`src/exec_pkg.sv`:
```
// Shared types and constants for the branch, multiply and increment execution unit.
// Assumes an 8-bit core with a 16-bit word program counter.
package exec_pkg;

  localparam int PC_W = 16;
  localparam int OFS_W = 12;

  // Flag word bit positions
  localparam int FLAG_C = 0;
  localparam int FLAG_Z = 1;
  localparam int FLAG_N = 2;
  localparam int FLAG_V = 3;
  localparam int FLAG_S = 4;
  localparam int FLAG_H = 5;
  localparam int FLAG_T = 6;
  localparam int FLAG_I = 7;

  localparam logic [7:0] FLAGS_RST = 8'h00;
  localparam logic [PC_W-1:0] PC_RST = 16'h0000;
  localparam logic [7:0] BYTE_ONES = 8'hFF;
  localparam logic [7:0] BYTE_ZERO = 8'h00;
  localparam logic [7:0] BYTE_MIN_NEG = 8'h80;
  localparam logic [7:0] BYTE_MAX_POS = 8'h7F;

  // Cycle counts
  localparam logic [1:0] CYC_1 = 2'd1;
  localparam logic [1:0] CYC_2 = 2'd2;
  localparam logic [1:0] CYC_3 = 2'd3;
  localparam logic [2:0] CYC_4 = 3'd4;

  // Program counter steps
  localparam logic [PC_W-1:0] PC_STEP_1 = 16'h0001;
  localparam logic [PC_W-1:0] PC_STEP_2 = 16'h0002;
  localparam logic [PC_W-1:0] PC_STEP_3 = 16'h0003;

  typedef enum logic [5:0] {
    inc_op, dec_op, self_and_test_op, zero_register_op, fill_ones_op,
    product_unsigned_op, product_signed_op, product_mixed_op,
    q_product_unsigned_op, q_product_signed_op, q_product_mixed_op,
    pc_relative_goto, pointer_goto, absolute_goto,
    pc_relative_subroutine_entry, pointer_subroutine_entry, absolute_subroutine_entry,
    subroutine_exit, handler_exit,
    equal_compare_skip, compare_op, compare_borrow_op, compare_constant_op,
    skip_reg_bit_zero, skip_reg_bit_one, skip_io_bit_zero, skip_io_bit_one,
    branch_flag_one, branch_flag_zero, branch_on_equal, branch_on_unequal,
    branch_carry_one, branch_carry_zero, branch_unsigned_ge, branch_unsigned_lt,
    branch_negative, branch_nonnegative, branch_signed_ge, branch_signed_lt,
    branch_halfcarry_one, branch_halfcarry_zero,
    branch_transfer_bit_one, branch_transfer_bit_zero,
    branch_overflow_one, branch_overflow_zero
  } op_e;

  typedef enum logic [1:0] {
    mul_uu, mul_ss, mul_su
  } mul_mode_e;

  // One decoded instruction
  typedef struct packed {
    op_e op;
    logic [7:0] rd;          // Destination / first operand value
    logic [7:0] rr;          // Second operand or immediate
    logic [7:0] io_val;      // Addressed I/O register value
    logic [2:0] bit_sel;     // Bit index for skips and generic branch
    logic [OFS_W-1:0] ofs;   // Signed relative offset
    logic [PC_W-1:0] target; // Absolute address
    logic [PC_W-1:0] z_ptr;  // Z pointer value
    logic next_two_word;     // Following instruction is two words long
  } req_s;

  // Register file write-back
  typedef struct packed {
    logic rd_we;
    logic [7:0] rd_data;
    logic pair_we;
    logic [7:0] pair_hi;     // Register 1
    logic [7:0] pair_lo;     // Register 0
  } wb_s;

endpackage : exec_pkg

```
`src/branch_mul_exec.sv`:
```
// Execution unit for increment, test, clear, multiply, jump, call, return, compare,
// skip and conditional branch instructions; owns the program counter and flag word.
// Assumes decode presents one request at a time and that stack_top holds the return
// address to pop in the cycle a return is taken.
// Functional notes
// - Increment, decrement, self-AND test in one cycle; only Z, N, V change.
// - Clear is XOR with itself, flags Z N V; fill ones touches no flag.
// - Integer multiplies put 16-bit product in r1:r0, set Z and C, two cycles.
// - Fractional multiplies store product shifted left one, set Z and C, two cycles.
// - Relative goto to pc+k+1 or pointer goto: two cycles; absolute goto three.
// - Relative/pointer calls three, direct four cycles, push return; returns four cycles.
// - Equal compare skips next instruction, pc+2 or +3, no flags, 1/2/3 cycles.
// - Skip next on register bit zero or one, no flags, 1/2/3 cycles.
// - Skip next on I/O register bit zero or one, no flags, 1/2/3 cycles.
// - Generic branch tests one flag word bit; taken pc+k+1 in 2, else 1.
// - Unsigned ge/lt branches act as carry clear/set branches, 1 or 2 cycles.
// - Signed ge branch taken when N xor V is zero; 1 or 2 cycles.
// - Half-carry one/zero branches add k+1 when taken, 1 or 2 cycles.
// - Transfer bit one/zero branches add k+1 when taken, 1 or 2 cycles.
// - Overflow one/zero branches add k+1 when taken, flags untouched.
module branch_mul_exec (
  // Clock and reset
  input wire logic clk,
  input wire logic rst,
  // Request
  input wire logic req_valid,
  input wire exec_pkg::req_s req,
  output logic req_ready,
  // Completion
  output logic done,
  // Register write-back
  output exec_pkg::wb_s wb_ff,
  // Flag word
  input wire logic flag_ext_we,
  input wire logic [7:0] flag_ext_data,
  output logic [7:0] flags_ff,
  // Program counter
  output logic [exec_pkg::PC_W-1:0] pc_ff,
  // Stack
  input wire logic [exec_pkg::PC_W-1:0] stack_top,
  output logic push_en,
  output logic [exec_pkg::PC_W-1:0] push_pc,
  output logic pop_en
);
  import exec_pkg::*;

  logic [2:0] wait_ff;
  logic [2:0] nxt_wait;
  logic take;
  logic [PC_W-1:0] nxt_pc;
  logic [7:0] nxt_flags;
  wb_s nxt_wb;
  logic nxt_push;
  logic [PC_W-1:0] nxt_push_pc;
  logic nxt_pop;
  logic [15:0] prod;
  logic prod_c;
  logic prod_z;
  mul_mode_e mmode;
  logic mfrac;

  function automatic logic [PC_W-1:0] pc_add(input logic [PC_W-1:0] pc,
                                             input logic [PC_W-1:0] step);
    pc_add = PC_W'(pc + step);
  endfunction : pc_add

  function automatic logic [PC_W-1:0] pc_rel(input logic [PC_W-1:0] pc,
                                             input logic [OFS_W-1:0] k);
    pc_rel = PC_W'(pc + {{(PC_W-OFS_W){k[OFS_W-1]}}, k} + PC_STEP_1);
  endfunction : pc_rel

  // Skip target and cycle count; both depend on the skipped word count
  function automatic logic [PC_W-1:0] skip_pc(input logic [PC_W-1:0] pc, input logic cond,
                                              input logic two);
    skip_pc = !cond ? pc_add(pc, PC_STEP_1) : (two ? pc_add(pc, PC_STEP_3)
                                                   : pc_add(pc, PC_STEP_2));
  endfunction : skip_pc

  function automatic logic [2:0] skip_cyc(input logic cond, input logic two);
    skip_cyc = !cond ? 3'(CYC_1) : (two ? 3'(CYC_3) : 3'(CYC_2));
  endfunction : skip_cyc

  // Condition of every branch form, from the flag word
  function automatic logic branch_cond(input op_e op, input logic [7:0] f,
                                       input logic [2:0] s);
    case (op)
      branch_flag_one: branch_cond = f[s];
      branch_flag_zero: branch_cond = !f[s];
      branch_on_equal: branch_cond = f[FLAG_Z];
      branch_on_unequal: branch_cond = !f[FLAG_Z];
      branch_carry_one, branch_unsigned_lt: branch_cond = f[FLAG_C];
      branch_carry_zero, branch_unsigned_ge: branch_cond = !f[FLAG_C];
      branch_negative: branch_cond = f[FLAG_N];
      branch_nonnegative: branch_cond = !f[FLAG_N];
      branch_signed_ge: branch_cond = !(f[FLAG_N] ^ f[FLAG_V]);
      branch_signed_lt: branch_cond = f[FLAG_N] ^ f[FLAG_V];
      branch_halfcarry_one: branch_cond = f[FLAG_H];
      branch_halfcarry_zero: branch_cond = !f[FLAG_H];
      branch_transfer_bit_one: branch_cond = f[FLAG_T];
      branch_transfer_bit_zero: branch_cond = !f[FLAG_T];
      branch_overflow_one: branch_cond = f[FLAG_V];
      branch_overflow_zero: branch_cond = !f[FLAG_V];
      default: branch_cond = 1'b0;
    endcase
  endfunction : branch_cond

  assign req_ready = (wait_ff == 3'd0);
  assign take = req_valid && req_ready;
  // Completion marks the last cycle of the instruction
  assign done = (wait_ff == 3'd1) || (take && nxt_wait == 3'(CYC_1));

  always_comb begin
    mfrac = 1'b0;
    case (req.op)
      product_signed_op: mmode = mul_ss;
      product_mixed_op: mmode = mul_su;
      q_product_unsigned_op: begin
        mmode = mul_uu;
        mfrac = 1'b1;
      end
      q_product_signed_op: begin
        mmode = mul_ss;
        mfrac = 1'b1;
      end
      q_product_mixed_op: begin
        mmode = mul_su;
        mfrac = 1'b1;
      end
      default: mmode = mul_uu;
    endcase
  end

  mul_unit u_mul (
    .a(req.rd),
    .b(req.rr),
    .mode(mmode),
    .frac(mfrac),
    .product(prod),
    .carry(prod_c),
    .zero(prod_z)
  );

  always_comb begin
    logic [7:0] res;
    logic [8:0] diff;
    logic [4:0] hdiff;
    logic cin;
    logic cond;
    res = BYTE_ZERO;
    diff = 9'h000;
    hdiff = 5'h00;
    cin = 1'b0;
    cond = 1'b0;
    nxt_pc = pc_add(pc_ff, PC_STEP_1);
    nxt_flags = flags_ff;
    nxt_wb = '0;
    nxt_push = 1'b0;
    nxt_push_pc = PC_RST;
    nxt_pop = 1'b0;
    nxt_wait = 3'(CYC_1);
    case (req.op)
      inc_op, dec_op, self_and_test_op, zero_register_op: begin
        case (req.op)
          inc_op: res = 8'(req.rd + 8'h01);
          dec_op: res = 8'(req.rd - 8'h01);
          self_and_test_op: res = req.rd & req.rd;
          default: res = req.rd ^ req.rd;
        endcase
        nxt_wb.rd_we = (req.op != self_and_test_op);
        nxt_wb.rd_data = res;
        nxt_flags[FLAG_Z] = (res == BYTE_ZERO);
        nxt_flags[FLAG_N] = res[7];
        nxt_flags[FLAG_V] = (req.op == inc_op) ? (res == BYTE_MIN_NEG) :
                            (req.op == dec_op) ? (res == BYTE_MAX_POS) : 1'b0;
      end
      fill_ones_op: begin
        nxt_wb.rd_we = 1'b1;
        nxt_wb.rd_data = BYTE_ONES;
      end
      product_unsigned_op, product_signed_op, product_mixed_op,
      q_product_unsigned_op, q_product_signed_op, q_product_mixed_op: begin
        nxt_wb.pair_we = 1'b1;
        nxt_wb.pair_hi = prod[15:8];
        nxt_wb.pair_lo = prod[7:0];
        nxt_flags[FLAG_Z] = prod_z;
        nxt_flags[FLAG_C] = prod_c;
        nxt_wait = 3'(CYC_2);
      end
      pc_relative_goto: begin
        nxt_pc = pc_rel(pc_ff, req.ofs);
        nxt_wait = 3'(CYC_2);
      end
      pointer_goto: begin
        nxt_pc = req.z_ptr;
        nxt_wait = 3'(CYC_2);
      end
      absolute_goto: begin
        nxt_pc = req.target;
        nxt_wait = 3'(CYC_3);
      end
      pc_relative_subroutine_entry, pointer_subroutine_entry: begin
        nxt_pc = (req.op == pointer_subroutine_entry) ? req.z_ptr : pc_rel(pc_ff, req.ofs);
        nxt_push = 1'b1;
        nxt_push_pc = pc_add(pc_ff, PC_STEP_1);
        nxt_wait = 3'(CYC_3);
      end
      absolute_subroutine_entry: begin
        nxt_pc = req.target;
        nxt_push = 1'b1;
        nxt_push_pc = pc_add(pc_ff, PC_STEP_2); // Two-word call
        nxt_wait = CYC_4;
      end
      subroutine_exit, handler_exit: begin
        nxt_pc = stack_top;
        nxt_pop = 1'b1;
        nxt_wait = CYC_4;
        if (req.op == handler_exit) begin
          nxt_flags[FLAG_I] = 1'b1;
        end
      end
      equal_compare_skip, skip_reg_bit_zero, skip_reg_bit_one,
      skip_io_bit_zero, skip_io_bit_one: begin
        case (req.op)
          equal_compare_skip: cond = (req.rd == req.rr);
          skip_reg_bit_zero: cond = !req.rr[req.bit_sel];
          skip_reg_bit_one: cond = req.rr[req.bit_sel];
          skip_io_bit_zero: cond = !req.io_val[req.bit_sel];
          default: cond = req.io_val[req.bit_sel];
        endcase
        nxt_pc = skip_pc(pc_ff, cond, req.next_two_word);
        nxt_wait = skip_cyc(cond, req.next_two_word);
      end
      compare_op, compare_borrow_op, compare_constant_op: begin
        cin = (req.op == compare_borrow_op) && flags_ff[FLAG_C];
        diff = 9'({1'b0, req.rd} - {1'b0, req.rr} - 9'(cin));
        hdiff = 5'({1'b0, req.rd[3:0]} - {1'b0, req.rr[3:0]} - 5'(cin));
        res = diff[7:0];
        nxt_flags[FLAG_C] = diff[8];
        nxt_flags[FLAG_H] = hdiff[4];
        nxt_flags[FLAG_N] = res[7];
        nxt_flags[FLAG_V] = (req.rd[7] & ~req.rr[7] & ~res[7]) |
                            (~req.rd[7] & req.rr[7] & res[7]);
        // With borrow, zero only holds if the earlier bytes were zero too
        nxt_flags[FLAG_Z] = (res == BYTE_ZERO) &&
                            ((req.op != compare_borrow_op) || flags_ff[FLAG_Z]);
      end
      default: begin
        cond = branch_cond(req.op, flags_ff, req.bit_sel);
        if (cond) begin
          nxt_pc = pc_rel(pc_ff, req.ofs);
          nxt_wait = 3'(CYC_2);
        end
      end
    endcase
  end

  // Busy countdown, holding off the next request until the count runs out
  always_ff @(posedge clk) begin
    if (rst) begin
      wait_ff <= 3'd0;
    end else if (take) begin
      wait_ff <= 3'(nxt_wait - 3'd1);
    end else if (wait_ff != 3'd0) begin
      wait_ff <= 3'(wait_ff - 3'd1);
    end
  end

  always_ff @(posedge clk) begin
    if (rst) begin
      pc_ff <= PC_RST;
    end else if (take) begin
      pc_ff <= nxt_pc;
    end
  end

  // Unit's own update wins over an external write in the same cycle
  always_ff @(posedge clk) begin
    if (rst) begin
      flags_ff <= FLAGS_RST;
    end else if (take) begin
      flags_ff <= nxt_flags;
    end else if (flag_ext_we) begin
      flags_ff <= flag_ext_data;
    end
  end

  always_ff @(posedge clk) begin
    if (rst) begin
      wb_ff <= '0;
      push_en <= 1'b0;
      push_pc <= PC_RST;
      pop_en <= 1'b0;
    end else begin
      wb_ff <= take ? nxt_wb : '0;
      push_en <= take && nxt_push;
      push_pc <= take ? nxt_push_pc : push_pc;
      pop_en <= take && nxt_pop;
    end
  end

endmodule : branch_mul_exec

```
`src/mul_unit.sv`:
```
// 8x8 multiplier with unsigned, signed and mixed modes and an optional fractional shift.
// Assumes operands are stable while the caller samples the result.
module mul_unit (
  // Operands
  input wire logic [7:0] a,
  input wire logic [7:0] b,
  input wire exec_pkg::mul_mode_e mode,
  input wire logic frac,
  // Result
  output logic [15:0] product,
  output logic carry,
  output logic zero
);
  import exec_pkg::*;

  logic signed [17:0] ext_a;
  logic signed [17:0] ext_b;
  logic signed [17:0] raw;

  always_comb begin
    ext_a = (mode == mul_uu) ? $signed({10'h000, a}) : $signed({{10{a[7]}}, a});
    ext_b = (mode == mul_ss) ? $signed({{10{b[7]}}, b}) : $signed({10'h000, b});
    raw = 18'(ext_a * ext_b);
    // Carry is the raw bit 15, taken before the fractional shift
    carry = raw[15];
    product = frac ? {raw[14:0], 1'b0} : raw[15:0];
    zero = (product == 16'h0000);
  end

endmodule : mul_unit
```
`config.mk`:
```
export PLATFORM = sky130hd
export DESIGN_NAME = branch_mul_exec
export DESIGN_NICKNAME = d
export VERILOG_FILES = /design/src/exec_pkg.sv /design/src/branch_mul_exec.sv /design/src/mul_unit.sv
export SDC_FILE = /design/constraint.sdc
export NUM_CORES = 1
export LEC_CHECK = 0
export BUFFER_PORTS_ARGS = -buffer_cell sky130_fd_sc_hd__clkbuf_2
export CORE_MARGIN = 4
export CORE_UTILIZATION = 30
export CTS_BUF_LIST = sky130_fd_sc_hd__clkbuf_16
export CTS_CLUSTER_DIAMETER = 40
export DETAILED_ROUTE_END_ITERATION = 12
export SYNTH_ARGS = -nofsm -noshare
export SYNTH_HDL_FRONTEND = slang
export SYNTH_SLANG_ARGS = --single-unit
```
`constraint.sdc`:
```
create_clock -name clk -period 7.4 [get_ports clk]
set_clock_uncertainty 0.1 [all_clocks]
set_input_delay 1.48 -clock clk [delete_from_list [all_inputs] [get_ports clk]]
set_output_delay 1.48 -clock clk [all_outputs]
set_load 0.01 [all_outputs]
```
# Word-level counts from Yosys, hierarchy flattened
# Index checks and enable logic that the tools add are counted.
[totals] register_bits=71 input_bits=106 output_inout_bits=70
[classes] addsub=13 n_mul=1 n_lt_le_gt_ge=1 n_eq_ne=58 n_mux=43 bitwise_logic=13 n_reduce_logical=54
[ops] operator="$pmux 16 s7" n=1
[ops] operator="$eq 6x5->1 const B" n=16
[ops] operator="$mux 16" n=5
[ops] operator="$eq 6x6->1 const B" n=13
[ops] operator="$eq 6x4->1 const B" n=8
[ops] operator="$mux 18" n=2
[ops] operator="$add 16x1->16 const B" n=2
[ops] operator="$add 16x2->16 const B" n=2
[ops] operator="$pmux 16 s2" n=1
[ops] operator="$reduce_or 27->1" n=1
[ops] operator="$eq 6x3->1 const B" n=4
[ops] operator="$mux 8" n=3
[ops] operator="$pmux 8 s3" n=1
[ops] operator="$mul 18x18->16" n=1
[ops] operator="$pmux 9 s2" n=1
[ops] operator="$reduce_or 3->1" n=6
[ops] operator="$mux 17" n=1
[ops] operator="$add 16x16->16" n=1
[ops] operator="$logic_not 16->1" n=1
[ops] operator="$logic_not 8->1" n=2
[ops] operator="$pmux 1 s16" n=1
[ops] operator="$reduce_or 2->1" n=8
[ops] operator="$reduce_or 8->1" n=2
[ops] operator="$pmux 3 s5" n=1
[ops] operator="48 further kinds" n=99

# Depth between registers and ports, before layout
# Gate-level depths: netlist of run 1.
[depth] ltp_word=10 ltp_mapped=27 mapped_depth_nobuf=24

# Modules after synthesis
# A second synthesis of run 1 with hierarchy kept.
[unflattened] cells_unflattened=1357 area_unflattened_um2=10772.8
[modules_own_cells] mod="branch_mul_exec" n_inst=1 cells_per_inst=907 area_per_inst_um2=6862.8
[modules_own_cells] mod="mul_unit" n_inst=1 cells_per_inst=450 area_per_inst_um2=3910.0

# Worst setup path after synthesis of run 1
# OpenSTA, ideal clock, no wires.
[synth_path] kind="input port to flip-flop" start="in req[74] in the netlist's numbering" end="reg flags_ff[1]" arrival_time_ns=7.779 required_time_ns=7.184 slack_ns=-0.595 cell_stages=24 path_buffers=1 cell_sequence="buf_2 -> nor2b_1 -> a22oi_1 -> nor3_1 -> nand2_1 -> fa_1 -> inv_1 -> fa_1 -> fa_1 -> inv_1 -> fa_1 -> inv_1 -> fa_1 -> inv_1 -> fa_1 -> inv_1 -> ha_1 -> and4_1 -> o311a_1 -> nor3_1 -> o21ai_0 -> xnor3_1 -> nand2b_1 -> a41o_1"
[synth_between] elab_chain_len=10 word_cells_on_any_way=41 classes_between="add/sub: 1; mul: 1; eq/ne: 15; mux: 9; reduce/logical: 15"
[synth_lines] item="start, declared" line_no="branch_mul_exec.sv:27" text="input wire exec_pkg::req_s req,"
[synth_lines] item="$eq 6x3->1 or $eq 6x4->1 (tied branches)" line_no="branch_mul_exec.sv:114, branch_mul_exec.sv:161"
[synth_lines] item="$reduce_or 2->1 (no source line)"
[synth_lines] item="$pmux 2 s2" line_no="branch_mul_exec.sv:114" text="case (req.op)"
[synth_lines] item="$eq 2x1->1 or $logic_not 2->1 (tied branches)" line_no="mul_unit.sv:22, mul_unit.sv:21"
[synth_lines] item="$mux 18 (on tied branches)" line_no="mul_unit.sv:22, mul_unit.sv:21"
[synth_lines] item="$mul 18x18->16" line_no="mul_unit.sv:23" text="raw = 18'(ext_a * ext_b);"
[synth_lines] item="$mux 16" line_no="mul_unit.sv:26" text="product = frac ? {raw[14:0], 1'b0} : raw[15:0];"
[synth_lines] item="$logic_not 16->1" line_no="mul_unit.sv:27" text="zero = (product == 16'h0000);"
[synth_lines] item="$pmux 1 s3" line_no="branch_mul_exec.sv:161" text="case (req.op)"
[synth_lines] item="$mux 8" line_no="branch_mul_exec.sv:280" text="end else if (take) begin"
[synth_lines] item="end signal, assigned" line_no="branch_mul_exec.sv:281" text="flags_ff <= nxt_flags;"
[synth_lines] item="end signal, assigned" line_no="branch_mul_exec.sv:283" text="flags_ff <= flag_ext_data;"
[synth_lines] item="end, declared" line_no="branch_mul_exec.sv:36" text="output logic [7:0] flags_ff,"
# Parallel ways exist; a longest one is shown, timed or not. The select of a mux whose other input is x is not followed.
# A chain may end at the register's enable or synchronous reset.

# Final worst setup path of run 1
[layout_path] start="in req[72] in the netlist's numbering" end="reg flags_ff[1]"
# The elaborated chain is that of the path after synthesis.

==> flow_summary.ini, run 1 <==
[placed_design]
gp_congestion = 0.945
dp_hpwl_um = 31300
port_buffers = 175
placed_cells = 1998

[cells_and_area]
fillers = 3732
syn_to_final_growth_pct = 19.6
drive_above_1_share_pct = 20.8
register_area_um2 = 1420
nNetsFinal = 1846
multi_input_area_um2 = 8630
layout.cells.non_filler = 2019

[synth]
synth.avg_cell_area_um2 = 7.81
synthTopCellsByCount = inv_1, nand2_1, nor2_1
synthesis.nets = 1670
synth-edff-count = 0
synth_top_area_cell = fa_1
ys_seq_area_share_pct = 13.2
syn_area_um2 = 10700
synthTopCellsByArea = fa_1, ha_1, dfxtp_1
synth_top_area_share_pct = 13.6
synthCells = 1376
synth-seq-cells = 71
async_flop_share_pct = 0
yosysMostFrequentCell = inv_1
synth_warnings = 0
ys.flop_type = dfxtp_1
yosysUniqueCellTypes = 86

[sta]
slew_violations = 0
relSlewSlack_pct = 32.6
fin_crit_ns = 7.19
worstMarginPinSlew_ns = 1.00
fmax_mhz = 139
finalSetupTns_ns = 0
hold_viol = 0
finalSetupViolCount = 0
fin_crit_sh_pct = 97.2
whs_ns = 0.359

[routing]
ant_nets = 0
drt_iter0_drc = 920
dr.pass1.iters = 6
wl_per_cell_um = 19.3
wl_um = 39000
num_vias = 10900
drc_errors = 0
routed_via_density = 5.41

[worst_setup_path]
r2r_end = pc_ff[12]$_SDFFE_PP0P_
crit_type = primary input to flip-flop
cp_num_buf_inv = 8
regToRegStartpoint = pc_ff[0]$_SDFFE_PP0P_
max_stage_delay_ns = 0.54
reg2reg_depth = 11
ff2ff_setup_slack_ns = 3.72
crit_start = req[72]
cp.arrival_ns = 7.34
worstSetupStartpointType = primary input
cp_top_family = adder cells
path_common_cell = fa_1
crit_fanout = 6
crit_end = flags_ff[1]$_SDFFE_PP0P_
endpoint_kind = flip-flop
crit_required_ns = 7.54
path_depth = 26
slowest_stage = fa_1

[die]
rows = 69
initial_utilization_pct = 30.3
fp.dieW_um = 197
core_um2 = 35500
io_pins = 176
dieArea_um2 = 38900
die-height_um = 197

[status]
status = finished clean

[cts]
clkLatencyLatePin_ns = 0.36
cts_tree = done
cts_hold_buf = 0
clk_path_buf_depth = 2
cts_root_buf = clkbuf_16
cts.sinks = 71
clk_pin_slew_ns = 0.07
htreeDepth = 3
cts_buffers = 9

[power_and_ir_drop]
powerDensity_nw_per_um2 = 229
vdd_drop_max_mv = 0.191
leakage_nw = 5.85

[grt]
grt_pass1_vias = 10800
met1_usage_pct = 28.6
met3_usage_pct = 2.71
antenna_found_initial = 1
grt_start_max_net_pins = 44
gr-usage-met2_pct = 30.7
grt_busiest_layer = met2
grt_use_total_pct = 19.6
grt_pass1_wl_um = 60700
globalRouteOverflowTotal = 0

[min_path]
min_path_type = flip-flop to flip-flop

[flow_run]
maxCapViolCount = 0
metrics by stage:
stage | area [um2] | setup WS (ns) | utilization (%) | power (mW)
final | 12800 | 0.207 | 36.2 | 2.94
after global placement | 12400 | -0.0913 | 34.9 | 2.39
after CTS | 12700 | 0.0765 | 35.8 | 2.87
after detailed placement | 12400 | -0.296 | 34.9 | 2.41
after floorplan | 10800 | 0.0282 | - | 1.85
after global routing | 12800 | -0.0445 | 36.2 | 3.21
worst min path at each step:
stage,startpoint,cells after the start,end
floorplan,wait_ff[2]$_SDFFE_PP0P_,1,wait_ff[2]$_SDFFE_PP0P_
global placement,push_pc[13]$_SDFFE_PP0P_,2,push_pc[13]$_SDFFE_PP0P_
detailed placement,push_pc[13]$_SDFFE_PP0P_,2,push_pc[13]$_SDFFE_PP0P_
CTS,push_pc[11]$_SDFFE_PP0P_,2,push_pc[11]$_SDFFE_PP0P_
global route,push_pc[11]$_SDFFE_PP0P_,2,push_pc[11]$_SDFFE_PP0P_
finish,push_pc[11]$_SDFFE_PP0P_,2,push_pc[11]$_SDFFE_PP0P_
logic make-up (layout without fill, tap and decap cells):
family,Yosys count,after routing,synth area share [%]
xor+xnor,73,73,6.21
flops,71,71,13.2
simple gates,459,459,20.8
other cells,0,1,0
fa+ha+maj,188,188,27.0
compound gates,344,344,22.1
buf+inv,220,401,8.25
mux,21,21,2.49
power breakdown:
part           switching, mW  total [mW]  internal, mW
Clock                  0.191       0.453         0.262
Combinational           1.09        1.90         0.810
Sequential             0.139       0.587         0.448
per-layer routing:
metal  up-vias  wire (um)
met5         -          0
met4         0        767
met3        54       2630
met2       418      17400
met1      5273      18200
li1       5184          -
placed cells by master (no fill, tap or decap), types with 8 or more instances in the layout:
cell,synthesis,routed
clkbuf_2,0,173
inv_1,146,139
nand2_1,129,125
nor2_1,125,122
ha_1,115,111
a21oi_1,83,83
fa_1,73,71
dfxtp_1,71,71
buf_4,1,61
o21ai_0,56,54
xnor2_1,49,48
nand3_1,36,36
and2_1,29,29
nor3_1,30,26
a31oi_1,23,23
xor2_1,22,21
nand2b_1,21,20
a211oi_1,19,17
a221o_1,15,15
nor2b_1,16,14
a221oi_1,15,14
o21a_1,12,12
a21o_1,12,12
mux2i_1,11,11
o21ai_1,10,11
o2111ai_1,10,10
nand4_1,9,9
and3_1,9,9
clkbuf_16,0,9
or2_2,9,8
o22ai_1,8,8
o211ai_1,8,8
worst reg2reg max path: cells and delay by family (launching register included):
kind | cells | cell delay [ns]
and+or+nand+nor | 2 | 0.31
adders and majority gates | 2 | 0.69
buffers and inverters | 1 | 0.24
DFF | 1 | 0.76
AOI/OAI and AO/OA | 6 | 1.49
area by class of cell:
cell class,instances,share of cell area (%)
diodes,1,0.0195
well taps,461,4.49
clock inverters,7,0.565
inverters,149,4.35
flip-flops and latches,71,11.1
repair buffers,236,10.5
clock buffers,9,1.75
multi-input cells,1085,67.2
state kept, by name, summed over array words and instances (netlist names):
| register | cells |
|---|---|
| flags_ff | 8 |
| pc_ff | 16 |
| pop_en | 1 |
| push_en | 1 |
| push_pc | 16 |
| wait_ff | 3 |
| wb_ff | 26 |
repair_timing:
action | 4_1_cts | 5_1_grt
buffers inserted | 0 | 4
endpoints found under the setup margin | 0 | 5
gates resized for setup | 0 | 31
No activity file was read; power rests on OpenSTA's default activity.
==> inputs of run 2 (changes only) <==
--- a/config.mk
+++ b/config.mk
@@ -6,7 +6,7 @@
 export NUM_CORES = 1
 export LEC_CHECK = 0
 export BUFFER_PORTS_ARGS = -buffer_cell sky130_fd_sc_hd__clkbuf_2
-export CORE_MARGIN = 4
+export CORE_MARGIN = 2
 export CORE_UTILIZATION = 30
 export CTS_BUF_LIST = sky130_fd_sc_hd__clkbuf_16
 export CTS_CLUSTER_DIAMETER = 40
==> run 2 against run 1 <==
Sequential share of layout area about the same. Design area hardly changed. Combinational power barely moved. Core utilization is 0.074 points higher. Wire length decreased by 1.9%. Clock-buffer cell count is the same. Sequential cell count unchanged. Critical path type unchanged. Largest power group unchanged. Highest routed layer unchanged.
==> flow_summary.ini, run 2 (synthesis gave the netlist of run 1 again) <==
[power_and_ir_drop]
seqPwrFrac_pct = 19.9
leakage_nw = 5.84
p_int_mw = 1.55
finalPower_mw = 2.96
p_switching_mw = 1.41
swShare_pct = 47.7
vdd_drop_max_mv = 0.304
p_clk_share_pct = 16.2
comb_power_share_pct = 63.9
powerDensity_nw_per_um2 = 230

[placed_design]
dp_hpwl_um = 30600
post_dp_cell_area_um2 = 12400
port_buffers = 175
place_ws_ns = -0.240
gp_congestion = 0.945

[die]
dieArea_um2 = 37300
fp.dieW_um = 193
core_um2 = 35400
initial_utilization_pct = 30.4
rows = 69
io_pins = 176
die-height_um = 193

[cells_and_area]
final_common_cell = clkbuf_2
syn_to_final_growth_pct = 19.5
top_regs = wb_ff (26), pc_ff (16), push_pc (16)
final_area_um2 = 12800
drive_above_1_share_pct = 20.4
final_cell_mix = clkbuf_2, inv_1, nand2_1, nor2_1, ha_1
largest_reg_flops = 26
nNetsFinal = 1847
fillers = 3772
max_flop_register = wb_ff

[worst_setup_path]
endpoint_kind = flip-flop
cp.arrival_ns = 7.34
worstSetupStartpointType = primary input
crit_required_ns = 7.54
crit_fanout = 6
crit_type = primary input to flip-flop

[sta]
finalSetupTns_ns = 0
slew_violations = 0
worstMarginPinSlew_ns = 1.04
fin_crit_ns = 7.21
hold_viol = 0
relSlewSlack_pct = 30.4
fin_crit_sh_pct = 97.4
finalSetupViolCount = 0
fin_ws_ns = 0.194
fmax_mhz = 139

[cts]
cts_tree = done
clk_path_buf_depth = 2
cts_root_buf = clkbuf_16
cts_buffers = 9
htreeDepth = 3
cts.sinks = 71
clk_pin_slew_ns = 0.06
clkLatencyLatePin_ns = 0.35

[routing]
route.met3.wl_um = 3030
wl_per_cell_um = 18.9
routed-wl-met2_um = 16600
ant_nets = 0
drc_errors = 0
drt_iter0_drc = 1040
routed_via_density = 5.40
num_vias = 10900
highest_layer = met4
met1Wirelength_um = 17600
wl_um = 38300
dr.pass1.iters = 5

[grt]
antenna_found_initial = 1
grt_pass1_wl_um = 59600
grt_pass1_vias = 10500
globalRouteOverflowTotal = 0
grt_start_max_net_pins = 40
grt_use_total_pct = 20.2

[status]
status = finished clean

[flow_run]
maxCapViolCount = 0

[min_path]
min_path_type = flip-flop to flip-flop
run 2: changes by cell type in the layout (fill, tap and decap cells not counted), sizes merged:
cell / previous run / this run
clkinvlp: 2 / 1
clkinv: 6 / 5
buf: 63 / 64
bufinv: 1 / 2
run 2: cell type report:
class / instances / area [um2] / share of cell area (%)
clock inverter: 6 / 85.1 / 0.663
timing repair buffer: 237 / 1370 / 10.7
antenna: 1 / 2.50 / 0.0195
inverter: 149 / 559 / 4.36
multi-input combinational: 1085 / 8600 / 67.0
tap: 461 / 577 / 4.49
clock buffer: 9 / 225 / 1.75
sequential: 71 / 1420 / 11.1
run 2: stage by stage:
| stage | hold WS, ns | util, % | instances |
|---|---|---|---|
| floorplan | 0.358 | - | 1376 |
| global placement | 0.343 | 35.1 | 1999 |
| detailed placement | 0.347 | 35.1 | 1999 |
| CTS | 0.356 | 35.9 | 2014 |
| global route | 0.379 | 36.3 | 2018 |
| finish | 0.353 | 36.3 | 2019 |
run 2: timing repair:
action,4_1_cts,5_1_grt
resized for setup,0,21
setup endpoints to repair,0,5
setup buffers,0,4
hold buffers,0,0
run 2: path summary, 6_finish.rpt:
kind / startpoint / end / slack [ns] / cells past startpoint
max: req[72] / flags_ff[1]$_SDFFE_PP0P_ / 0.19 / 24
min: push_pc[5]$_SDFFE_PP0P_ / push_pc[5]$_SDFFE_PP0P_ / 0.35 / 2
max reg2reg: flags_ff[0]$_SDFFE_PP0P_ / flags_ff[3]$_SDFFE_PP0P_ / 3.56 / 11
min reg2reg: push_pc[5]$_SDFFE_PP0P_ / push_pc[5]$_SDFFE_PP0P_ / 0.35 / 2
run 2: worst max-delay path, cell delays in order:
cell      delay [ns]
clkbuf_2        0.12
xor2_2          0.19
a22oi_2         0.12
nor3_4          0.24
buf_12          0.15
nand2_2         0.07
fa_2            0.50
buf_4           0.16
fa_1            0.53
inv_1           0.05
fa_1            0.46
fa_1            0.50
fa_1            0.54
inv_1           0.05
fa_1            0.55
inv_2           0.05
ha_4            0.26
and4_4          0.20
o311a_1         0.18
nor3_2          0.05
o21ai_1         0.17
xnor3_1         0.34
nand2b_4        0.15
a41o_1          0.22
run 2: power groups by stage:
stage	registers [mW]	clock network (mW)	logic, mW
finish	0.588	0.478	1.89
CTS	0.583	0.488	1.83
global placement	0.592	0	1.80
global route	0.599	0.502	2.11
detailed placement	0.592	0	1.82
floorplan	0.535	0	1.31
run 2: per-layer routing:
metal	up-vias	track usage, %
met5	-	0
met4	0	5.77
met3	50	4.71
met2	416	30.5
met1	5240	28.6
li1	5199	-
==> inputs of run 3 (changes only) <==
--- a/config.mk
+++ b/config.mk
@@ -6,6 +6,7 @@
 export NUM_CORES = 1
 export LEC_CHECK = 0
 export BUFFER_PORTS_ARGS = -buffer_cell sky130_fd_sc_hd__clkbuf_2
+export CORE_ASPECT_RATIO = 2
 export CORE_MARGIN = 2
 export CORE_UTILIZATION = 30
 export CTS_BUF_LIST = sky130_fd_sc_hd__clkbuf_16
==> run 3 against run 2 <==
Combinational power rose by 4%. Sequential power hardly changed. Register-to-register slack gained 0.03 ns. Hold slack about the same. Setup slack worse by 0.049 ns. Via count grew 1.9%. Critical endpoint unchanged. Final cell count is 0.30% higher. Wire length grew 12%.
==> flow_summary.ini, run 3 (synthesis gave the netlist of run 1 again) <==
[worst_setup_path]
crit_type = primary input to flip-flop
crit_fanout = 6
regToRegStartpoint = flags_ff[0]$_SDFFE_PP0P_
ff2ff_setup_slack_ns = 3.59
crit_required_ns = 7.56
slowest_stage = fa_2
reg2reg_depth = 11
cp.arrival_ns = 7.41
worstSetupStartpointType = primary input
r2r_end = flags_ff[3]$_SDFFE_PP0P_
cp_top_family = adder cells
cp_num_buf_inv = 7
endpoint_kind = flip-flop
path_common_cell = fa_1
max_stage_delay_ns = 0.64

[cts]
cts_tree = done
cts_buffers = 9
htreeDepth = 3
clkLatencyLatePin_ns = 0.36
cts.sinks = 71
clk_path_buf_depth = 2
cts_root_buf = clkbuf_16
clk_pin_slew_ns = 0.06
cts_hold_buf = 0

[routing]
wl_um = 42700
drc_errors = 0
routed_via_density = 5.49
num_vias = 11100
ant_nets = 0
drt_iter0_drc = 522
dr.pass1.iters = 5
wl_per_cell_um = 21.1

[sta]
worstMarginPinSlew_ns = 0.869
fin_crit_ns = 7.26
hold_viol = 0
fin_crit_sh_pct = 98.0
fmax_mhz = 138
finalSetupViolCount = 0
relSlewSlack_pct = 41.4
slew_violations = 0
fin_ws_ns = 0.145
finalSetupTns_ns = 0

[min_path]
holdPathEnd = push_pc[13]$_SDFFE_PP0P_
min_from = push_pc[13]$_SDFFE_PP0P_
min_path_type = flip-flop to flip-flop
hold_path_depth = 2

[placed_design]
port_buffers = 175
dp_hpwl_um = 35900
post_dp_cell_area_um2 = 12500
gp_congestion = 0.951
place_ws_ns = -0.271

[cells_and_area]
syn_to_final_growth_pct = 20.2
drive_above_1_share_pct = 21.0
top_regs = wb_ff (26), pc_ff (16), push_pc (16)
final_area_um2 = 12900
fillers = 3825
nNetsFinal = 1862
final_common_cell = clkbuf_2
final_cell_mix = clkbuf_2, inv_1, nand2_1, nor2_1, ha_1
max_flop_register = wb_ff
largest_reg_flops = 26

[flow_run]
maxCapViolCount = 0

[grt]
grt_pass1_wl_um = 65400
grt_pass1_vias = 11600
antenna_found_initial = 2
grt_start_max_net_pins = 44
globalRouteOverflowTotal = 0
grt_use_total_pct = 23.3

[die]
core_um2 = 35600
rows = 98
initial_utilization_pct = 30.2
die-height_um = 272
io_pins = 176
fp.dieW_um = 138
dieArea_um2 = 37400

[power_and_ir_drop]
powerDensity_nw_per_um2 = 231
vdd_drop_max_mv = 0.149
finalPower_mw = 2.99
leakage_nw = 5.91

[status]
status = finished clean
==> run 3: worst max-delay path by stage <==
| stage | from | end | cells past startpoint |
|---|---|---|---|
| 2_1_floorplan | req[74] | flags_ff[1]$_SDFFE_PP0P_ | 24 |
| 3_3_place_gp | req[72] | flags_ff[1]$_SDFFE_PP0P_ | 22 |
| 3_5_place_dp | req[72] | flags_ff[1]$_SDFFE_PP0P_ | 26 |
| 4_1_cts | req[72] | flags_ff[1]$_SDFFE_PP0P_ | 22 |
| 5_1_grt | req[72] | flags_ff[1]$_SDFFE_PP0P_ | 25 |
| 6_report | req[72] | flags_ff[1]$_SDFFE_PP0P_ | 25 |
==> run 3: routing by layer <==
layer | global-route usage [%] | vias to the layer above | routed length (um)
met5 | 0 | - | 0
met4 | 17.6 | 0 | 3790
met3 | 2.76 | 166 | 1720
met2 | 45.3 | 403 | 23600
met1 | 21.1 | 5309 | 13600
li1 | - | 5231 | -
==> run 3: tightest hold or removal path: cells and delay by family, from the launching register on <==
family / cells / cell delay (ns)
AO/OA/AOI/OAI: 1 / 0.05
flip-flops: 1 / 0.31
AND/OR/NAND/NOR: 1 / 0.05
==> run 3: report_power, final <==
part	switching (mW)	internal [mW]
sequential	0.143	0.448
combinational	1.13	0.848
clock	0.194	0.227
==> run 3: final cells by class <==
cell class | count | area [um2] | area share (%)
diodes | 2 | 5.00 | 0.0388
clock buffers | 9 | 225 | 1.74
clock inverters | 7 | 47.5 | 0.368
inverters | 149 | 559 | 4.33
multi-input cells | 1085 | 8620 | 66.7
flip-flops and latches | 71 | 1420 | 11.0
well taps | 450 | 563 | 4.36
repair buffers | 252 | 1470 | 11.4
==> run 3: metrics by stage <==
stage | cells | util (%) | hold slack (ns)
global route | 2025 | 36.3 | 0.375
global placement | 2002 | 35.1 | 0.346
floorplan | 1376 | - | 0.358
CTS | 2018 | 35.9 | 0.357
detailed placement | 2002 | 35.1 | 0.347
finish | 2025 | 36.3 | 0.352
==> run 3: repair_timing <==
action,in CTS,in global routing
buffers inserted,0,5
endpoints found under the setup margin,0,5
gates resized for setup,0,21
